<file path="src/verilog/loop_status_map.svh">
// constants for the loop serial status register bank
`ifndef LOOP_STATUS_MAP_SVH
`define LOOP_STATUS_MAP_SVH
`define CODE_NO_ROOM 8'h85
`define CODE_KEY_INPUT 8'h89
`define CODE_BREAK 8'h8A
`define CODE_DATA_ERR 8'h83
`define CODE_RX_READY 8'hA2
`define CODE_TX_READY 8'hA1
`define CODE_TX_FULL 8'hA3
`define SRQ_BIT 6
`define SPARE_VALUE 8'h00
`define BYTE_COUNT 3'd4
`define ENABLE_SRQ_BIT 3
`endif

</file>
<file path="src/verilog/loop_status_pkg.sv">
// types for the loop serial status register bank
package loop_status_pkg;
  // live and pulsed conditions reported by the surrounding device
  typedef struct packed {
    logic parityErr;
    logic frameErr;
    logic overrun;
    logic rxOverflow;
    logic rxFull;
    logic rxNotEmpty;
    logic txNotFull;
    logic txEmpty;
    logic rtsOut;
    logic ctsIn;
    logic keyPress;
    logic autoDisc;
    logic breakRx;
    logic remoteMode;
    logic syntaxErr;
    logic swBlock;
    logic swRedefine;
    logic hwBlock;
  } cond_t;

  typedef enum logic [1:0] {
    IDLE = 2'b00,
    SEND = 2'b01
  } xfer_state_t;

  typedef struct packed {
    xfer_state_t state;
    logic [2:0] index;
    logic [7:0] dataOut;
    logic dataValid;
    logic srqFlag;
    logic [7:0] prevCode;
    logic [3:0] byte2Sticky;
    logic keySeen;
    logic breakSeen;
    logic syntaxSeen;
    logic swBlockFlag;
  } state_t;
endpackage
</file>
<file path="src/verilog/loop_serial_status_registers.sv">
// status byte bank of a serial-loop to rs-232 interface
//
// Function
// - four status bytes, refreshed on every change
// - byte one shows highest active condition
// - autodisconnect then key press codes
// - break received code at priority three
// - data error code at priority four
// - receive data waiting code priority five
// - transmit not full, then full codes
// - bit six marks request, clears appropriately
// - device bytes report all bits together
// - parity and frame error bits
// - overrun and buffer overflow bits
// - low bits track buffer state live
// - sticky flags clear after status answer, except the software block flag
// - cts true while rts false bit
// - key, autodisconnect and break bits
// - remote mode and syntax error bits
// - software handshake block, cleared on redefine
// - hardware handshake blocking bit
// - fourth byte reserved, fixed value
// - request needs enable bit and condition
// - request pending marks passing frames
`include "loop_status_map.svh"

module loop_serial_status_registers (
  input wire logic core_clk,
  input wire logic rst,
  input wire loop_status_pkg::cond_t cond,
  input wire logic [3:0] requestEnableControl,
  input wire logic [7:0] conditionEnable,
  input wire logic statusRequest,
  input wire logic byteAccept,
  output logic [7:0] statusData,
  output logic statusValid,
  output logic statusLast,
  output logic serviceRequest,
  output logic [7:0] systemConditionByte,
  output logic [7:0] bufferLineErrorByte,
  output logic [7:0] handshakeEventByte,
  output logic [7:0] spareStatusByte
);
  import loop_status_pkg::*;

  state_t cur_reg;
  state_t cur_next;
  logic [7:0] baseCode;
  logic [6:0] activeVec;
  logic [7:0] b2;
  logic [7:0] b3;
  logic trigger;
  logic sentByte1;
  logic answerDone;

  // ----------------------------------------------------------------
  // priority encoding of the system byte
  // ----------------------------------------------------------------
  always_comb begin
    activeVec = {cond.autoDisc, cur_reg.keySeen, cur_reg.breakSeen,
                 |cur_reg.byte2Sticky, cond.rxNotEmpty, cond.txNotFull,
                 !cond.txNotFull};
    if (cond.autoDisc) begin
      baseCode = `CODE_NO_ROOM;
    end else if (cur_reg.keySeen) begin
      baseCode = `CODE_KEY_INPUT;
    end else if (cur_reg.breakSeen) begin
      baseCode = `CODE_BREAK;
    end else if (|cur_reg.byte2Sticky) begin
      baseCode = `CODE_DATA_ERR;
    end else if (cond.rxNotEmpty) begin
      baseCode = `CODE_RX_READY;
    end else if (cond.txNotFull) begin
      baseCode = `CODE_TX_READY;
    end else begin
      baseCode = `CODE_TX_FULL;
    end
  end

  // conditionEnable bit i (6..0) enables priority level 7-i as a request source
  assign trigger = requestEnableControl[`ENABLE_SRQ_BIT]
                   && |(activeVec & conditionEnable[6:0]);
  assign sentByte1 = cur_reg.dataValid && byteAccept && cur_reg.index == 3'd0;
  assign answerDone = cur_reg.dataValid && byteAccept
                      && cur_reg.index == (`BYTE_COUNT - 3'd1);

  // ----------------------------------------------------------------
  // device status bytes, all bits visible together
  // ----------------------------------------------------------------
  always_comb begin
    b2 = {cur_reg.byte2Sticky, cond.rxFull, cond.rxNotEmpty,
          cond.txNotFull, cond.txEmpty};
    b3 = {!cond.rtsOut && cond.ctsIn, cur_reg.keySeen, cond.autoDisc,
          cur_reg.breakSeen, cond.remoteMode, cur_reg.syntaxSeen,
          cur_reg.swBlockFlag, cond.hwBlock};
  end

  // ----------------------------------------------------------------
  // next state
  // ----------------------------------------------------------------
  always_comb begin
    cur_next = cur_reg;
    // sticky flags: an event in the clearing cycle survives the clear
    if (answerDone) begin
      cur_next.byte2Sticky = 4'h0;
      cur_next.keySeen = 1'b0;
      cur_next.breakSeen = 1'b0;
      cur_next.syntaxSeen = 1'b0;
    end
    cur_next.byte2Sticky = cur_next.byte2Sticky | {cond.parityErr, cond.frameErr,
                           cond.overrun, cond.rxOverflow};
    if (cond.keyPress) begin
      cur_next.keySeen = 1'b1;
    end
    if (cond.breakRx) begin
      cur_next.breakSeen = 1'b1;
    end
    if (cond.syntaxErr) begin
      cur_next.syntaxSeen = 1'b1;
    end
    if (cond.swRedefine) begin
      cur_next.swBlockFlag = 1'b0;
    end else if (cond.swBlock) begin
      cur_next.swBlockFlag = 1'b1;
    end
    // request flag follows its cause, drops after byte one is sent
    cur_next.prevCode = baseCode;
    if (!trigger || sentByte1) begin
      cur_next.srqFlag = 1'b0;
    end else if (baseCode != cur_reg.prevCode || !cur_reg.srqFlag
                 && cur_reg.state == IDLE && !statusRequest) begin
      cur_next.srqFlag = 1'b1;
    end
    case (cur_reg.state)
      IDLE: begin
        cur_next.dataValid = 1'b0;
        if (statusRequest) begin
          cur_next.state = SEND;
          cur_next.index = 3'd0;
          cur_next.dataValid = 1'b1;
          cur_next.dataOut = {baseCode[7], cur_reg.srqFlag, baseCode[5:0]};
        end
      end
      SEND: begin
        if (byteAccept) begin
          cur_next.index = cur_reg.index + 3'd1;
          case (cur_reg.index)
            3'd0: cur_next.dataOut = b2;
            3'd1: cur_next.dataOut = b3;
            3'd2: cur_next.dataOut = `SPARE_VALUE;
            default: cur_next.dataOut = 8'h00;
          endcase
          if (answerDone) begin
            cur_next.state = IDLE;
            cur_next.dataValid = 1'b0;
            cur_next.index = 3'd0;
          end
        end
      end
      default: begin
        cur_next.state = IDLE;
        cur_next.dataValid = 1'b0;
      end
    endcase
  end

  // ----------------------------------------------------------------
  // state register
  // ----------------------------------------------------------------
  always_ff @(posedge core_clk) begin
    if (rst) begin
      cur_reg <= '{state: IDLE, index: 3'd0, dataOut: 8'h00, dataValid: 1'b0,
                   srqFlag: 1'b0, prevCode: 8'h00, byte2Sticky: 4'h0,
                   keySeen: 1'b0, breakSeen: 1'b0, syntaxSeen: 1'b0,
                   swBlockFlag: 1'b0};
    end else begin
      cur_reg <= cur_next;
    end
  end

  // live views refresh every cycle from current conditions
  assign systemConditionByte = {baseCode[7], cur_reg.srqFlag, baseCode[5:0]};
  assign bufferLineErrorByte = b2;
  assign handshakeEventByte = b3;
  assign spareStatusByte = `SPARE_VALUE;
  assign statusData = cur_reg.dataOut;
  assign statusValid = cur_reg.dataValid;
  assign statusLast = cur_reg.dataValid && cur_reg.index == (`BYTE_COUNT - 3'd1);
  // loop side marks passing data, end and identify frames while high
  assign serviceRequest = cur_reg.srqFlag;

  // ----------------------------------------------------------------
  // checks
  // ----------------------------------------------------------------
  priority_top_a: assert property (@(posedge core_clk) disable iff (rst)
    cond.autoDisc |-> systemConditionByte[5:0] == 6'h05)
    else $error("autodisconnect code not shown");
  break_code_a: assert property (@(posedge core_clk) disable iff (rst)
    !cond.autoDisc && !cur_reg.keySeen && cur_reg.breakSeen
    |-> systemConditionByte[5:0] == 6'h0A)
    else $error("break code wrong");
  rx_code_a: assert property (@(posedge core_clk) disable iff (rst)
    activeVec[6:3] == 4'h0 && cond.rxNotEmpty
    |-> systemConditionByte == {1'b1, cur_reg.srqFlag, 6'h22})
    else $error("receive ready code wrong");
  sticky_clear_a: assert property (@(posedge core_clk) disable iff (rst)
    answerDone && !cond.parityErr |=> !bufferLineErrorByte[7])
    else $error("parity flag not cleared after answer");
  parity_set_a: assert property (@(posedge core_clk) disable iff (rst)
    cond.parityErr |=> bufferLineErrorByte[7])
    else $error("parity flag not set");
  no_cts_a: assert property (@(posedge core_clk) disable iff (rst)
    handshakeEventByte[7] == (!cond.rtsOut && cond.ctsIn))
    else $error("cts response bit wrong");
  sw_redef_a: assert property (@(posedge core_clk) disable iff (rst)
    cond.swRedefine |=> !handshakeEventByte[1])
    else $error("software block not cleared");
  srq_gate_a: assert property (@(posedge core_clk) disable iff (rst)
    !requestEnableControl[`ENABLE_SRQ_BIT] |=> !serviceRequest)
    else $error("request without enable");
  srq_sent_a: assert property (@(posedge core_clk) disable iff (rst)
    sentByte1 |=> !serviceRequest)
    else $error("request flag kept after byte one");
  order_a: assert property (@(posedge core_clk) disable iff (rst)
    statusValid && byteAccept && cur_reg.index == 3'd2 |=> statusData == 8'h00
    && statusLast)
    else $error("fourth byte wrong");
  spare_a: assert property (@(posedge core_clk) disable iff (rst)
    spareStatusByte == 8'h00)
    else $error("spare byte not fixed");
  key_bit_a: assert property (@(posedge core_clk) disable iff (rst)
    cond.keyPress |=> handshakeEventByte[6])
    else $error("key press not recorded");
  all_bits_a: assert property (@(posedge core_clk) disable iff (rst)
    bufferLineErrorByte[3:0] == {cond.rxFull, cond.rxNotEmpty, cond.txNotFull,
    cond.txEmpty})
    else $error("buffer bits not live");
  top_bit_a: assert property (@(posedge core_clk) disable iff (rst)
    systemConditionByte[7])
    else $error("system byte top bit low");

  // ----------------------------------------------------------------
  // further checks on codes, sticky bits and the answer sequence
  // ----------------------------------------------------------------
  // lower priority codes only show when every higher level is idle; the request bit mirrors its flag and drops without cause
  key_code_a: assert property (@(posedge core_clk) disable iff (rst)
    !cond.autoDisc && cur_reg.keySeen |-> systemConditionByte[5:0] == 6'h09)
    else $error("key press code wrong");
  data_err_code_a: assert property (@(posedge core_clk) disable iff (rst)
    activeVec[6:4] == 3'h0 && |cur_reg.byte2Sticky |-> systemConditionByte[5:0] == 6'h03)
    else $error("data error code wrong");
  tx_ready_code_a: assert property (@(posedge core_clk) disable iff (rst)
    activeVec[6:2] == 5'h00 && cond.txNotFull |-> systemConditionByte[5:0] == 6'h21)
    else $error("transmit ready code wrong");
  tx_full_code_a: assert property (@(posedge core_clk) disable iff (rst)
    activeVec[6:1] == 6'h00 |-> systemConditionByte[5:0] == 6'h23)
    else $error("transmit full code wrong");
  srq_bit_a: assert property (@(posedge core_clk) disable iff (rst)
    systemConditionByte[6] == serviceRequest)
    else $error("request bit differs from request flag");
  srq_cause_a: assert property (@(posedge core_clk) disable iff (rst)
    !trigger |=> !serviceRequest)
    else $error("request kept without cause");

  // sticky event bits: set by the pulse, the set wins over an answer clear, but a redefine wins over a software block
  frame_set_a: assert property (@(posedge core_clk) disable iff (rst)
    cond.frameErr |=> bufferLineErrorByte[6])
    else $error("frame flag not set");
  overrun_set_a: assert property (@(posedge core_clk) disable iff (rst)
    cond.overrun |=> bufferLineErrorByte[5])
    else $error("overrun flag not set");
  overflow_set_a: assert property (@(posedge core_clk) disable iff (rst)
    cond.rxOverflow |=> bufferLineErrorByte[4])
    else $error("overflow flag not set");
  break_set_a: assert property (@(posedge core_clk) disable iff (rst)
    cond.breakRx |=> handshakeEventByte[4])
    else $error("break not recorded");
  syntax_set_a: assert property (@(posedge core_clk) disable iff (rst)
    cond.syntaxErr |=> handshakeEventByte[2])
    else $error("syntax error not recorded");
  sw_set_a: assert property (@(posedge core_clk) disable iff (rst)
    cond.swBlock && !cond.swRedefine |=> handshakeEventByte[1])
    else $error("software block not recorded");

  // clearing after a full answer, unless a new event lands in that cycle
  frame_clear_a: assert property (@(posedge core_clk) disable iff (rst)
    answerDone && !cond.frameErr |=> !bufferLineErrorByte[6])
    else $error("frame flag not cleared after answer");
  key_clear_a: assert property (@(posedge core_clk) disable iff (rst)
    answerDone && !cond.keyPress |=> !handshakeEventByte[6])
    else $error("key flag not cleared after answer");
  break_clear_a: assert property (@(posedge core_clk) disable iff (rst)
    answerDone && !cond.breakRx |=> !handshakeEventByte[4])
    else $error("break flag not cleared after answer");
  syntax_clear_a: assert property (@(posedge core_clk) disable iff (rst)
    answerDone && !cond.syntaxErr |=> !handshakeEventByte[2])
    else $error("syntax flag not cleared after answer");

  // level bits follow their inputs in the same cycle
  auto_bit_a: assert property (@(posedge core_clk) disable iff (rst)
    handshakeEventByte[5] == cond.autoDisc)
    else $error("autodisconnect bit wrong");
  remote_bit_a: assert property (@(posedge core_clk) disable iff (rst)
    handshakeEventByte[3] == cond.remoteMode)
    else $error("remote mode bit wrong");
  hw_block_a: assert property (@(posedge core_clk) disable iff (rst)
    handshakeEventByte[0] == cond.hwBlock)
    else $error("hardware block bit wrong");

  // answer sequence: a byte stands until taken, then the next follows
  first_byte_a: assert property (@(posedge core_clk) disable iff (rst)
    cur_reg.state == IDLE && statusRequest |=> statusValid && statusData[7])
    else $error("first byte not offered");
  byte_hold_a: assert property (@(posedge core_clk) disable iff (rst)
    statusValid && !byteAccept |=> statusValid && $stable(statusData))
    else $error("offered byte changed before acceptance");
  second_byte_a: assert property (@(posedge core_clk) disable iff (rst)
    statusValid && byteAccept && cur_reg.index == 3'd0
    |=> statusData == $past(bufferLineErrorByte))
    else $error("second byte wrong");
  third_byte_a: assert property (@(posedge core_clk) disable iff (rst)
    statusValid && byteAccept && cur_reg.index == 3'd1
    |=> statusData == $past(handshakeEventByte))
    else $error("third byte wrong");
  idle_after_a: assert property (@(posedge core_clk) disable iff (rst)
    answerDone |=> !statusValid)
    else $error("answer did not end after fourth byte");

  full_answer_c: cover property (@(posedge core_clk) disable iff (rst) answerDone);
  sticky_event_c: cover property (@(posedge core_clk) disable iff (rst)
    answerDone && |cur_reg.byte2Sticky);
  srq_raised_c: cover property (@(posedge core_clk) disable iff (rst)
    $rose(serviceRequest));
  srq_sent_c: cover property (@(posedge core_clk) disable iff (rst)
    sentByte1 && serviceRequest);
  stall_c: cover property (@(posedge core_clk) disable iff (rst)
    statusValid && !byteAccept);
endmodule

</file>
<file path="config.mk">
export PLATFORM = sky130hd
export DESIGN_NAME = loop_serial_status_registers
export DESIGN_NICKNAME = d
export VERILOG_FILES = /design/src/verilog/loop_status_pkg.sv /design/src/verilog/loop_serial_status_registers.sv
export VERILOG_INCLUDE_DIRS = /design/src /design/src/verilog
export SDC_FILE = /design/constraint.sdc
export NUM_CORES = 1
export LEC_CHECK = 0
export BUFFER_PORTS_ARGS = -buffer_cell sky130_fd_sc_hd__buf_4
export CAP_MARGIN = 10
export CORE_MARGIN = 2
export CORE_UTILIZATION = 35
export CTS_CLUSTER_DIAMETER = 100
export CTS_CLUSTER_SIZE = 30
export DETAILED_ROUTE_END_ITERATION = 16
export HOLD_SLACK_MARGIN = 0.1
export PLACE_DENSITY = 0.67
export SLEW_MARGIN = 15
export SYNTH_ARGS = -nofsm -noshare
export SYNTH_HDL_FRONTEND = slang
export SYNTH_SLANG_ARGS = --single-unit
</file>
<file path="constraint.sdc">
create_clock -name core_clk -period 2.95 [get_ports core_clk]
set_clock_uncertainty 0.15 [all_clocks]
set_input_delay 0.885 -clock core_clk [delete_from_list [all_inputs] [get_ports core_clk]]
set_output_delay 0.885 -clock core_clk [all_outputs]
set_load 0.02 [all_outputs]
</file>
# After elaboration in Yosys (flattened, before gate mapping)
# Cells that the tools add are included.
[word_totals]
latch_bits = 0
memories = 0
ram_bits = 0
out_inout_bits = 43
regBits = 31
elab_cells = 67
inputBits = 34
mem_bits_ro = 0
[op_classes]
n_eq_ne = 7
add_sub_neg = 1
reduce_logical = 28
muxes = 18
div_mod_pow = 0
n_bitwise = 2
n_shift = 0
mul = 0
order_cmp = 0
[op_table]
columns = ["cell", "count"]
rows = [
  ["$mux 14", 2],
  ["$mux 6", 4],
  ["$pmux 11 s2", 1],
  ["$pmux 8 s2", 1],
  ["$logic_and 1x1->1", 8],
  ["$ne 8x8->1", 1],
  ["$reduce_bool 2->1", 4],
  ["$and 7x7->7", 1],
  ["$mux 7", 1],
  ["$reduce_or 7->1", 1],
  ["$ne 2x2->1 const B", 3],
  ["$reduce_and 3->1", 2],
  ["$logic_not 1->1", 5],
  ["$mux 5", 1],
  ["$mux 1", 4],
  ["$mux 2", 2],
  ["$or 4x4->4", 1],
  ["$pmux 2 s2", 1],
  ["$reduce_or 2->1", 2],
  ["$reduce_or 4->1", 1],
  ["$add 3x1->3 const B", 1],
  ["$eq 3x1->1 const B", 1],
  ["$eq 3x2->1 const B", 1],
  ["$logic_not 3->1", 1],
  ["other kinds (5)", 6],
]

# Logic depth before layout (Yosys ltp)
# Gate-level depths: netlist (run 1).
[depth]
word_depth = 8
depth_mapped = 7
ltp_nobuf = 6

# Worst setup path after synthesis (run 1)
# No wires, ideal clock.
[synth_timing]
path_kind = "in2out"
startpoint = "in cond[6] (netlist name)"
endpoint = "out systemConditionByte[1]"
cell_stages = 3
setup_slack_ns = 0.237
t_arrival_ns = 1.678
required_time_ns = 1.915
cell_sequence = "buf_2 a311oi_1 buf_4"
[synth_lines]
columns = ["element", "line_no", "source"]
rows = [
  ["from (decl)", "loop_serial_status_registers.sv:30", "input wire loop_status_pkg::cond_t cond,"],
  ["to (decl)", "loop_serial_status_registers.sv:39", "output logic [7:0] systemConditionByte,"],
]

# Worst setup path in the final report (run 1)
[layout_timing]
startpoint = "reg cur_reg (netlist bit bufferLineErrorByte[7])"
endpoint = "out systemConditionByte[5]"
[layout_between]
elab_chain_len = 5
[layout_rtl]
columns = ["element", "line_no", "source"]
rows = [
  ["from (decl)", "loop_serial_status_registers.sv:46", "state_t cur_reg;"],
  ["from (signal assigned)", "loop_serial_status_registers.sv:172", "cur_reg <= '{state: IDLE, index: 3'd0, dataOut: 8'h00, dataValid: 1'b0,"],
  ["from (signal assigned)", "loop_serial_status_registers.sv:177", "cur_reg <= cur_next;"],
  ["$reduce_or 4->1", "loop_serial_status_registers.sv:69", "end else if (|cur_reg.byte2Sticky) begin"],
  ["$mux 6", "loop_serial_status_registers.sv:69", ""],
  ["$mux 6", "loop_serial_status_registers.sv:67", "end else if (cur_reg.breakSeen) begin"],
  ["$mux 6", "loop_serial_status_registers.sv:65", "end else if (cur_reg.keySeen) begin"],
  ["$mux 6", "loop_serial_status_registers.sv:63", "if (cond.autoDisc) begin"],
]
# Every way passes these cells.

==> impl_metrics.py, run 1 <==
metrics = {
    "cells_and_area": {
        "largest_register_ffs": 10,
        "final_nets": 255,
        "final_cells": 269,
        "drive_above_1_share_pct": 34.6,
        "final_cell_area_um2": 1930,
        "areaGrowthSynthToFinish_pct": 19.2,
        "diodes": 0,
    },
    "synth": {
        "seq_area_frac_synth_pct": 34.6,
        "netlist_top_cells_count": "buf_4 (39), dfxtp_1 (28), nor2_1 (25)",
        "syn_avg_cell_area_um2": 8.47,
        "synth_edf_count": 0,
        "ys_ff_latch": 28,
        "async_reset_ff_share_pct": 0,
        "synthCells": 191,
        "synth.most_common_cell": "buf_4",
        "yosysTopAreaCell": "dfxtp_1",
        "synthFlopType": "dfxtp_1",
        "yosys_warnings": 0,
        "yosys.area.top_type_share_pct": 34.6,
        "synthDistinctLibCells": 43,
        "netlist_top_cells_area": "dfxtp_1 (35%), buf_4 (18%), nor2_1 (5.8%)",
        "syn_area_um2": 1620,
    },
    "power_and_ir_drop": {
        "internal_power_mw": 0.681,
        "seqPwrFrac_pct": 44.8,
        "vdd_drop_max_mv": 0.216,
        "p_sw_mw": 0.261,
        "p_comb_share_pct": 23.0,
        "finalPower_mw": 0.942,
        "p_clk_share_pct": 32.2,
        "p_per_area_nw_per_um2": 489,
        "sw_frac_of_total_pct": 27.7,
        "p_leak_nw": 0.879,
    },
    "die": {
        "core_area_um2": 4410,
        "die-area_um2": 5180,
        "initial_core_util_pct": 36.6,
        "chipWidth_um": 72.0,
        "rows": 24,
        "io_pins": 77,
        "die_h_um": 72.0,
    },
    "clock_network": {
        "htreeDepth": 1,
        "cts-buffers-inserted": 3,
        "cts_hold_buf": 0,
        "clock_sinks": 28,
        "clock_latency_ns": 0.28,
        "post-cts-setup-buffer-count": 0,
        "clk_path_buf_depth": 2,
        "clk_pin_slew_ns": 0.10,
        "post_cts_resized": 0,
        "cts_tree": "yes",
        "root_buffer": "clkbuf_8",
    },
    "worst_setup_path": {
        "critPathLaunch": "bufferLineErrorByte[7]",
        "path_max_fanout": 6,
        "crit_arrival_ns": 1.80,
        "r2r-start": "bufferLineErrorByte[7]",
        "crit_path_end_kind": "output pin",
        "reg2reg_to": "serviceRequest",
        "critPathCapture": "systemConditionByte[5]",
        "rrSetupSlack_ns": 1.05,
        "cp_data_required_time_ns": 1.92,
        "rr_worst_depth": 5,
        "startpoint_type": "register",
        "path_class": "reg2out",
    },
    "timing": {
        "final.setup.tns_ns": 0,
        "drv_slew": 0,
        "finalSetupViolations": 0,
        "finalHoldViolations": 0,
        "period_needed_ns": 2.83,
        "rsz0062_at_grt": "no",
        "min_period_over_period_pct": 96.0,
        "fmax_mhz": 353,
    },
    "routing": {
        "firstDrtPassIters": 4,
        "vias_per_cell": 5.07,
        "vias": 1364,
        "drc": 0,
        "ant_nets": 0,
        "wl_per_cell_um": 13.7,
        "wl_um": 3690,
        "drtIter0Drc": 139,
    },
    "global_routing": {
        "grt_pass1_wl_um": 6070,
        "grt_overflow": 0,
        "grt_pass1_vias": 1282,
        "grt_max_degree": 26,
        "grt.total_usage_pct": 14.9,
        "antenna_found_initial": 0,
    },
    "placed_design": {
        "dp_hpwl_um": 2820,
        "io_buffer_count": 62,
        "place_area_um2": 1860,
        "placedCellCount": 265,
        "place_congestion": 0.785,
    },
    "hold_path": {
        "min_path_cells": 2,
        "holdCritPathClass": "reg2reg",
    },
    "outcome": {
        "status": "completed",
    },
    "flow_run": {
        "max_cap_violations": 0,
    },
}
cell usage in the layout (no fill, tap or decap), types with 4 or more instances in the layout:
cell,instances
a221oi_1,4
dfxtp_1,28
nor3_1,6
a21oi_1,13
conb_1,10
buf_4,66
nor2_1,25
a22oi_1,8
nor2b_1,4
inv_1,5
metrics by stage:
stage / hold WS, ns / util [%] / setup WS, ns
floorplan: 0.319 / - / 0.237
global placement: 0.336 / 42.1 / 0.262
global route: 0.395 / 43.7 / 0.0258
detailed placement: 0.346 / 42.1 / 0.244
CTS: 0.370 / 43.7 / 0.0950
finish: 0.366 / 43.7 / 0.119
logic make-up (layout without fill, tap and decap cells):
group	count (synthesis)	count (layout)	synth area share, %
buffers and inverters	57	75	22.9
AOI/OAI and AO/OA	41	41	18.6
and+or+nand+nor	56	56	18.8
DFF	28	28	34.6
other	2	10	0.464
adders and majority gates	3	3	2.32
xor gates and xnor gates	3	3	1.62
muxes	1	1	0.619
worst min path at each step:
stage                        startpoint       endpoint
after global routing      statusData[4]  statusData[4]
after global placement    statusData[0]  statusData[0]
after CTS                 statusData[0]  statusData[0]
after floorplan           statusData[0]  statusData[0]
after detailed placement  statusData[0]  statusData[0]
final                     statusData[0]  statusData[0]
metal layers:
metal	wire [um]	up-vias	global-route usage, %	part of all wire [%]
met3	255	2	3.61	6.9
met1	1700	640	20.0	46
met4	17	0	3.14	0.46
met5	0	-	0	0
li1	-	675	-	-
met2	1720	47	24.3	47
critical path, cell delays in order, from the launching register on:
cell,delay [ns]
dfxtp_1,0.38
or4_1,0.61
nor4_2,0.31
buf_4,0.22
final cells by class:
cell class / instances / area, um2
fill: 451 / 2490
multi-input combinational: 114 / 717
sequential: 28 / 561
timing repair buffer: 66 / 495
tap: 52 / 65.1
clock buffer: 3 / 41.3
clock inverter: 1 / 30.0
inverter: 5 / 18.8
power groups by stage:
stage | Clock (mW) | Combinational [mW] | Sequential [mW]
after global placement | 0 | 0.217 | 0.431
after CTS | 0.313 | 0.219 | 0.423
after floorplan | 0 | 0.170 | 0.425
after global routing | 0.335 | 0.235 | 0.426
after detailed placement | 0 | 0.219 | 0.432
final | 0.303 | 0.217 | 0.422
No activity file was read; power rests on OpenSTA's default activity.
==> run 2, diff against run 1 <==
Settings changed: ABC_AREA set to 1.
==> impl_metrics.py, run 2 <==
metrics = {
    "outcome": {
        "status": "completed",
    },
    "synth": {
        "ys_ff_latch": 28,
        "async_reset_ff_share_pct": 0,
        "syn_avg_cell_area_um2": 6.79,
        "synth_edf_count": 0,
        "yosysTopAreaCell": "dfxtp_1",
        "synthFlopType": "dfxtp_1",
        "yosys_warnings": 0,
        "synthCells": 243,
        "netlist_top_cells_count": "nand2_1 (57), buf_4 (39), dfxtp_1 (28)",
        "netlist_top_cells_area": "dfxtp_1 (34%), buf_4 (18%), nand2_1 (13%)",
        "synth.most_common_cell": "nand2_1",
        "synthDistinctLibCells": 23,
        "seq_area_frac_synth_pct": 34.0,
        "yosys.area.top_type_share_pct": 34.0,
        "syn_area_um2": 1650,
    },
    "worst_setup_path": {
        "startpoint_type": "primary input",
        "crit_path_end_kind": "output pin",
        "path_max_fanout": 7,
        "cp_data_required_time_ns": 1.92,
        "crit_arrival_ns": 1.65,
        "path_class": "in2out",
    },
    "routing": {
        "drtIter0Drc": 85,
        "ant_nets": 0,
        "drc": 0,
        "firstDrtPassIters": 4,
        "wl_um": 3870,
        "wl_per_cell_um": 11.8,
        "vias_per_cell": 4.54,
        "vias": 1486,
    },
    "clock_network": {
        "clock_sinks": 28,
        "htreeDepth": 1,
        "cts-buffers-inserted": 3,
        "root_buffer": "clkbuf_8",
        "clk_path_buf_depth": 2,
        "cts_hold_buf": 0,
        "cts_tree": "yes",
        "clock_latency_ns": 0.28,
        "post-cts-setup-buffer-count": 0,
        "post_cts_resized": 0,
        "clk_pin_slew_ns": 0.10,
    },
    "cells_and_area": {
        "final_nets": 314,
        "drive_above_1_share_pct": 32.4,
        "final_common_cell": "buf_4",
        "final_util_pct": 43.9,
        "areaGrowthSynthToFinish_pct": 18.3,
        "diodes": 0,
        "layout_common_cells": "buf_4 (62), nand2_1 (57), dfxtp_1 (28), nor2_1 (24), inv_1 (21)",
        "largest_register_ffs": 10,
    },
    "timing": {
        "drv_slew": 0,
        "final.setup.tns_ns": 0,
        "min_period_over_period_pct": 91.1,
        "period_needed_ns": 2.69,
        "fmax_mhz": 372,
        "finalHoldViolations": 0,
        "finalSetupViolations": 0,
        "rsz0062_at_grt": "no",
    },
    "flow_run": {
        "max_cap_violations": 0,
    },
    "global_routing": {
        "grt.total_usage_pct": 15.4,
        "antenna_found_initial": 0,
        "grt_pass1_wl_um": 6250,
        "grt_max_degree": 24,
        "grt_overflow": 0,
        "grt_pass1_vias": 1296,
    },
    "power_and_ir_drop": {
        "p_leak_nw": 1.01,
        "vdd_drop_max_mv": 0.281,
        "p_per_area_nw_per_um2": 440,
    },
    "die": {
        "die_h_um": 72.7,
        "io_pins": 77,
        "chipWidth_um": 72.7,
        "initial_core_util_pct": 37.1,
        "rows": 24,
        "die-area_um2": 5280,
        "core_area_um2": 4440,
    },
    "placed_design": {
        "place_congestion": 0.821,
        "io_buffer_count": 62,
        "dp_hpwl_um": 3090,
    },
    "hold_path": {
        "holdCritPathClass": "reg2reg",
    },
}
-- run 2: cell types whose count changed in the layout (fill, tap and decap cells not counted), moves of 5 or more --
cell     before  now
nand2_1       3   57
inv_1         5   21
inv_2         0   12
a22oi_1       8    1
nand2_2       0    6
nand3_1       1    7
nor3_1        6    1
-- run 2: final cells by class --
type	count	area (um2)
Sequential cell	28	561
Timing Repair Buffer	62	465
Inverter	33	124
Clock buffer	3	41.3
Tap cell	52	65.1
Multi-Input combinational cell	149	696
Fill cell	495	2490
-- run 2: logic make-up after synthesis --
kind of cell	share of synthesized area, %
AOI/OAI and AO/OA	11.5
adders and majority gates	2.27
buffers and inverters	25.7
DFF	34.0
other	0.455
and+or+nand+nor	26.1
-- run 2: power breakdown --
part	switching, mW	internal, mW	total [mW]
Sequential	0.0206	0.401	0.422
Clock	0.117	0.0919	0.208
Combinational	0.136	0.0919	0.228
Total	0.273	0.585	0.858
-- run 2: worst paths after layout --
| check | end | start | slack (ns) | cells after the start |
|---|---|---|---|---|
| setup / recovery | systemConditionByte[1] | cond[6] | 0.26 | 5 |
| hold reg to reg | statusData[4] | statusData[4] | 0.34 | 2 |
| hold / removal | statusData[4] | statusData[4] | 0.34 | 2 |
| setup reg to reg | statusValid | cur_reg[26] | 1.40 | 8 |
-- run 2: critical path: stages --
cell and delay (ns):
buf_4 0.14, nor2_2 0.25, nand2_1 0.14, inv_1 0.10, buf_4 0.14
-- run 2: per-stage QoR --
| step | instance area [um2] | power (mW) | hold slack (ns) | instances | setup WS [ns] |
|---|---|---|---|---|---|
| final | 1950 | 0.858 | 0.337 | 327 | 0.263 |
| after global routing | 1950 | 0.902 | 0.360 | 327 | 0.179 |
| after CTS | 1950 | 0.861 | 0.334 | 327 | 0.249 |
| after detailed placement | 1910 | 0.658 | 0.321 | 324 | 0.249 |
| after global placement | 1910 | 0.656 | 0.308 | 324 | 0.261 |
| after floorplan | 1680 | 0.601 | 0.294 | 251 | 0.503 |
-- run 2: metal layers --
metal | GRT usage (%) | up-vias | share of wire [%] | routed length (um)
met4 | 4.32 | 0 | 0.88 | 34
met1 | 20.3 | 656 | 45 | 1750
met2 | 24.7 | 60 | 47 | 1840
met5 | 0 | - | 0 | 0
met3 | 4.01 | 2 | 6.5 | 250
li1 | - | 768 | - | -
==> run 3, diff against run 2 <==
Settings changed: CORE_UTILIZATION 35 to 45, PLACE_DENSITY 0.67 to 0.88.
==> impl_metrics.py, run 3 (synthesis gave the netlist of run 2 again) <==
metrics = {
    "worst_setup_path": {
        "path_class": "in2out",
        "cp_data_required_time_ns": 1.92,
        "crit_arrival_ns": 1.69,
        "crit_chain": "buf_4 -> nor2_2 -> nand2_1 -> inv_1 -> buf_4",
        "critPathLaunch": "cond[6]",
        "critPathMostFrequentCell": "buf_4",
        "r2r-start": "cur_reg[26]",
        "max_stage_delay_ns": 0.27,
        "path_max_fanout": 7,
        "slowest_stage": "nor2_2",
        "startpoint_type": "primary input",
        "crit_path_end_kind": "output pin",
    },
    "timing": {
        "rsz0062_at_grt": "no",
        "setup_slack_ns": 0.220,
        "min_period_over_period_pct": 92.5,
        "period_needed_ns": 2.73,
        "holdWs_ns": 0.338,
        "final.setup.tns_ns": 0,
        "fmax_mhz": 366,
        "finalSetupViolations": 0,
        "drv_slew": 0,
        "finalHoldViolations": 0,
    },
    "die": {
        "chipWidth_um": 64.6,
        "die-area_um2": 4170,
        "die_h_um": 64.6,
        "initial_core_util_pct": 45.8,
        "core_area_um2": 3610,
        "rows": 22,
        "io_pins": 77,
    },
    "cells_and_area": {
        "final_cells": 324,
        "final_nets": 314,
        "drive_above_1_share_pct": 32.6,
        "final_cell_area_um2": 1960,
        "areaGrowthSynthToFinish_pct": 18.8,
        "final_util_pct": 54.4,
        "largest_register_ffs": 10,
        "diodes": 0,
        "final_common_cell": "buf_4",
        "layout_common_cells": "buf_4 (62), nand2_1 (57), dfxtp_1 (28), nor2_1 (24), inv_1 (21)",
    },
    "outcome": {
        "status": "completed",
    },
    "clock_network": {
        "root_buffer": "clkbuf_8",
        "post-cts-setup-buffer-count": 0,
        "cts_tree": "yes",
        "clock_sinks": 28,
        "clock_latency_ns": 0.28,
        "post_cts_resized": 0,
        "htreeDepth": 1,
        "cts_hold_buf": 0,
        "cts-buffers-inserted": 3,
        "clk_pin_slew_ns": 0.09,
        "clk_path_buf_depth": 2,
    },
    "global_routing": {
        "grt_max_degree": 24,
        "grt.total_usage_pct": 19.2,
        "antenna_found_initial": 0,
        "grt_pass1_wl_um": 6280,
        "grt_pass1_vias": 1489,
        "grt_overflow": 0,
    },
    "hold_path": {
        "holdCritPathClass": "reg2reg",
        "worstHoldStart": "statusData[4]",
    },
    "routing": {
        "firstDrtPassIters": 4,
        "wl_per_cell_um": 12.0,
        "ant_nets": 0,
        "drc": 0,
        "vias": 1567,
        "vias_per_cell": 4.84,
        "drtIter0Drc": 50,
        "wl_um": 3890,
    },
    "power_and_ir_drop": {
        "p_per_area_nw_per_um2": 455,
        "finalPower_mw": 0.892,
        "p_leak_nw": 1.02,
        "vdd_drop_max_mv": 0.276,
    },
    "placed_design": {
        "placedCellCount": 320,
        "place_area_um2": 1910,
        "dp_hpwl_um": 2950,
        "io_buffer_count": 62,
        "place_congestion": 0.867,
        "pre_cts_ws_ns": 0.227,
    },
    "flow_run": {
        "max_cap_violations": 0,
    },
}
## run 3: cell types whose count changed in the layout (fill, tap and decap cells not counted)
cell,before,now
clkbuf_8,3,4
## run 3: power by group
| group | internal (mW) | switching, mW |
|---|---|---|
| Sequential | 0.401 | 0.0207 |
| Combinational | 0.0920 | 0.138 |
| Clock | 0.120 | 0.121 |
| Total | 0.613 | 0.279 |
## run 3: cell type report
cell class	count	area, um2
fill	349	1650
multi-input combinational	149	696
sequential	28	561
timing repair buffer	62	465
inverter	33	124
tap	48	60.1
clock buffer	4	55.1
## run 3: per-layer routing
metal  share of wire, %  track usage (%)  wire, um  up-vias
met4                2.5             8.51        97        0
met3                9.0             3.47       351       11
met5                  0                0         0        -
met1                 40             21.8      1560      692
met2                 48             34.9      1890       91
li1                   -                -         -      773
## run 3: final timing paths
check                                         endpoint  slack (ns)  cells after the start
worst min-delay path                     statusData[4]        0.34                      2
worst max register to register   handshakeEventByte[4]        1.30                      8
worst max-delay path            systemConditionByte[1]        0.22                      5
worst min register to register           statusData[4]        0.34                      2
## run 3: worst max-delay path: cells and delay by family
family	cells	cell delay (ns)
buffers and inverters	3	0.38
and+or+nand+nor	2	0.42
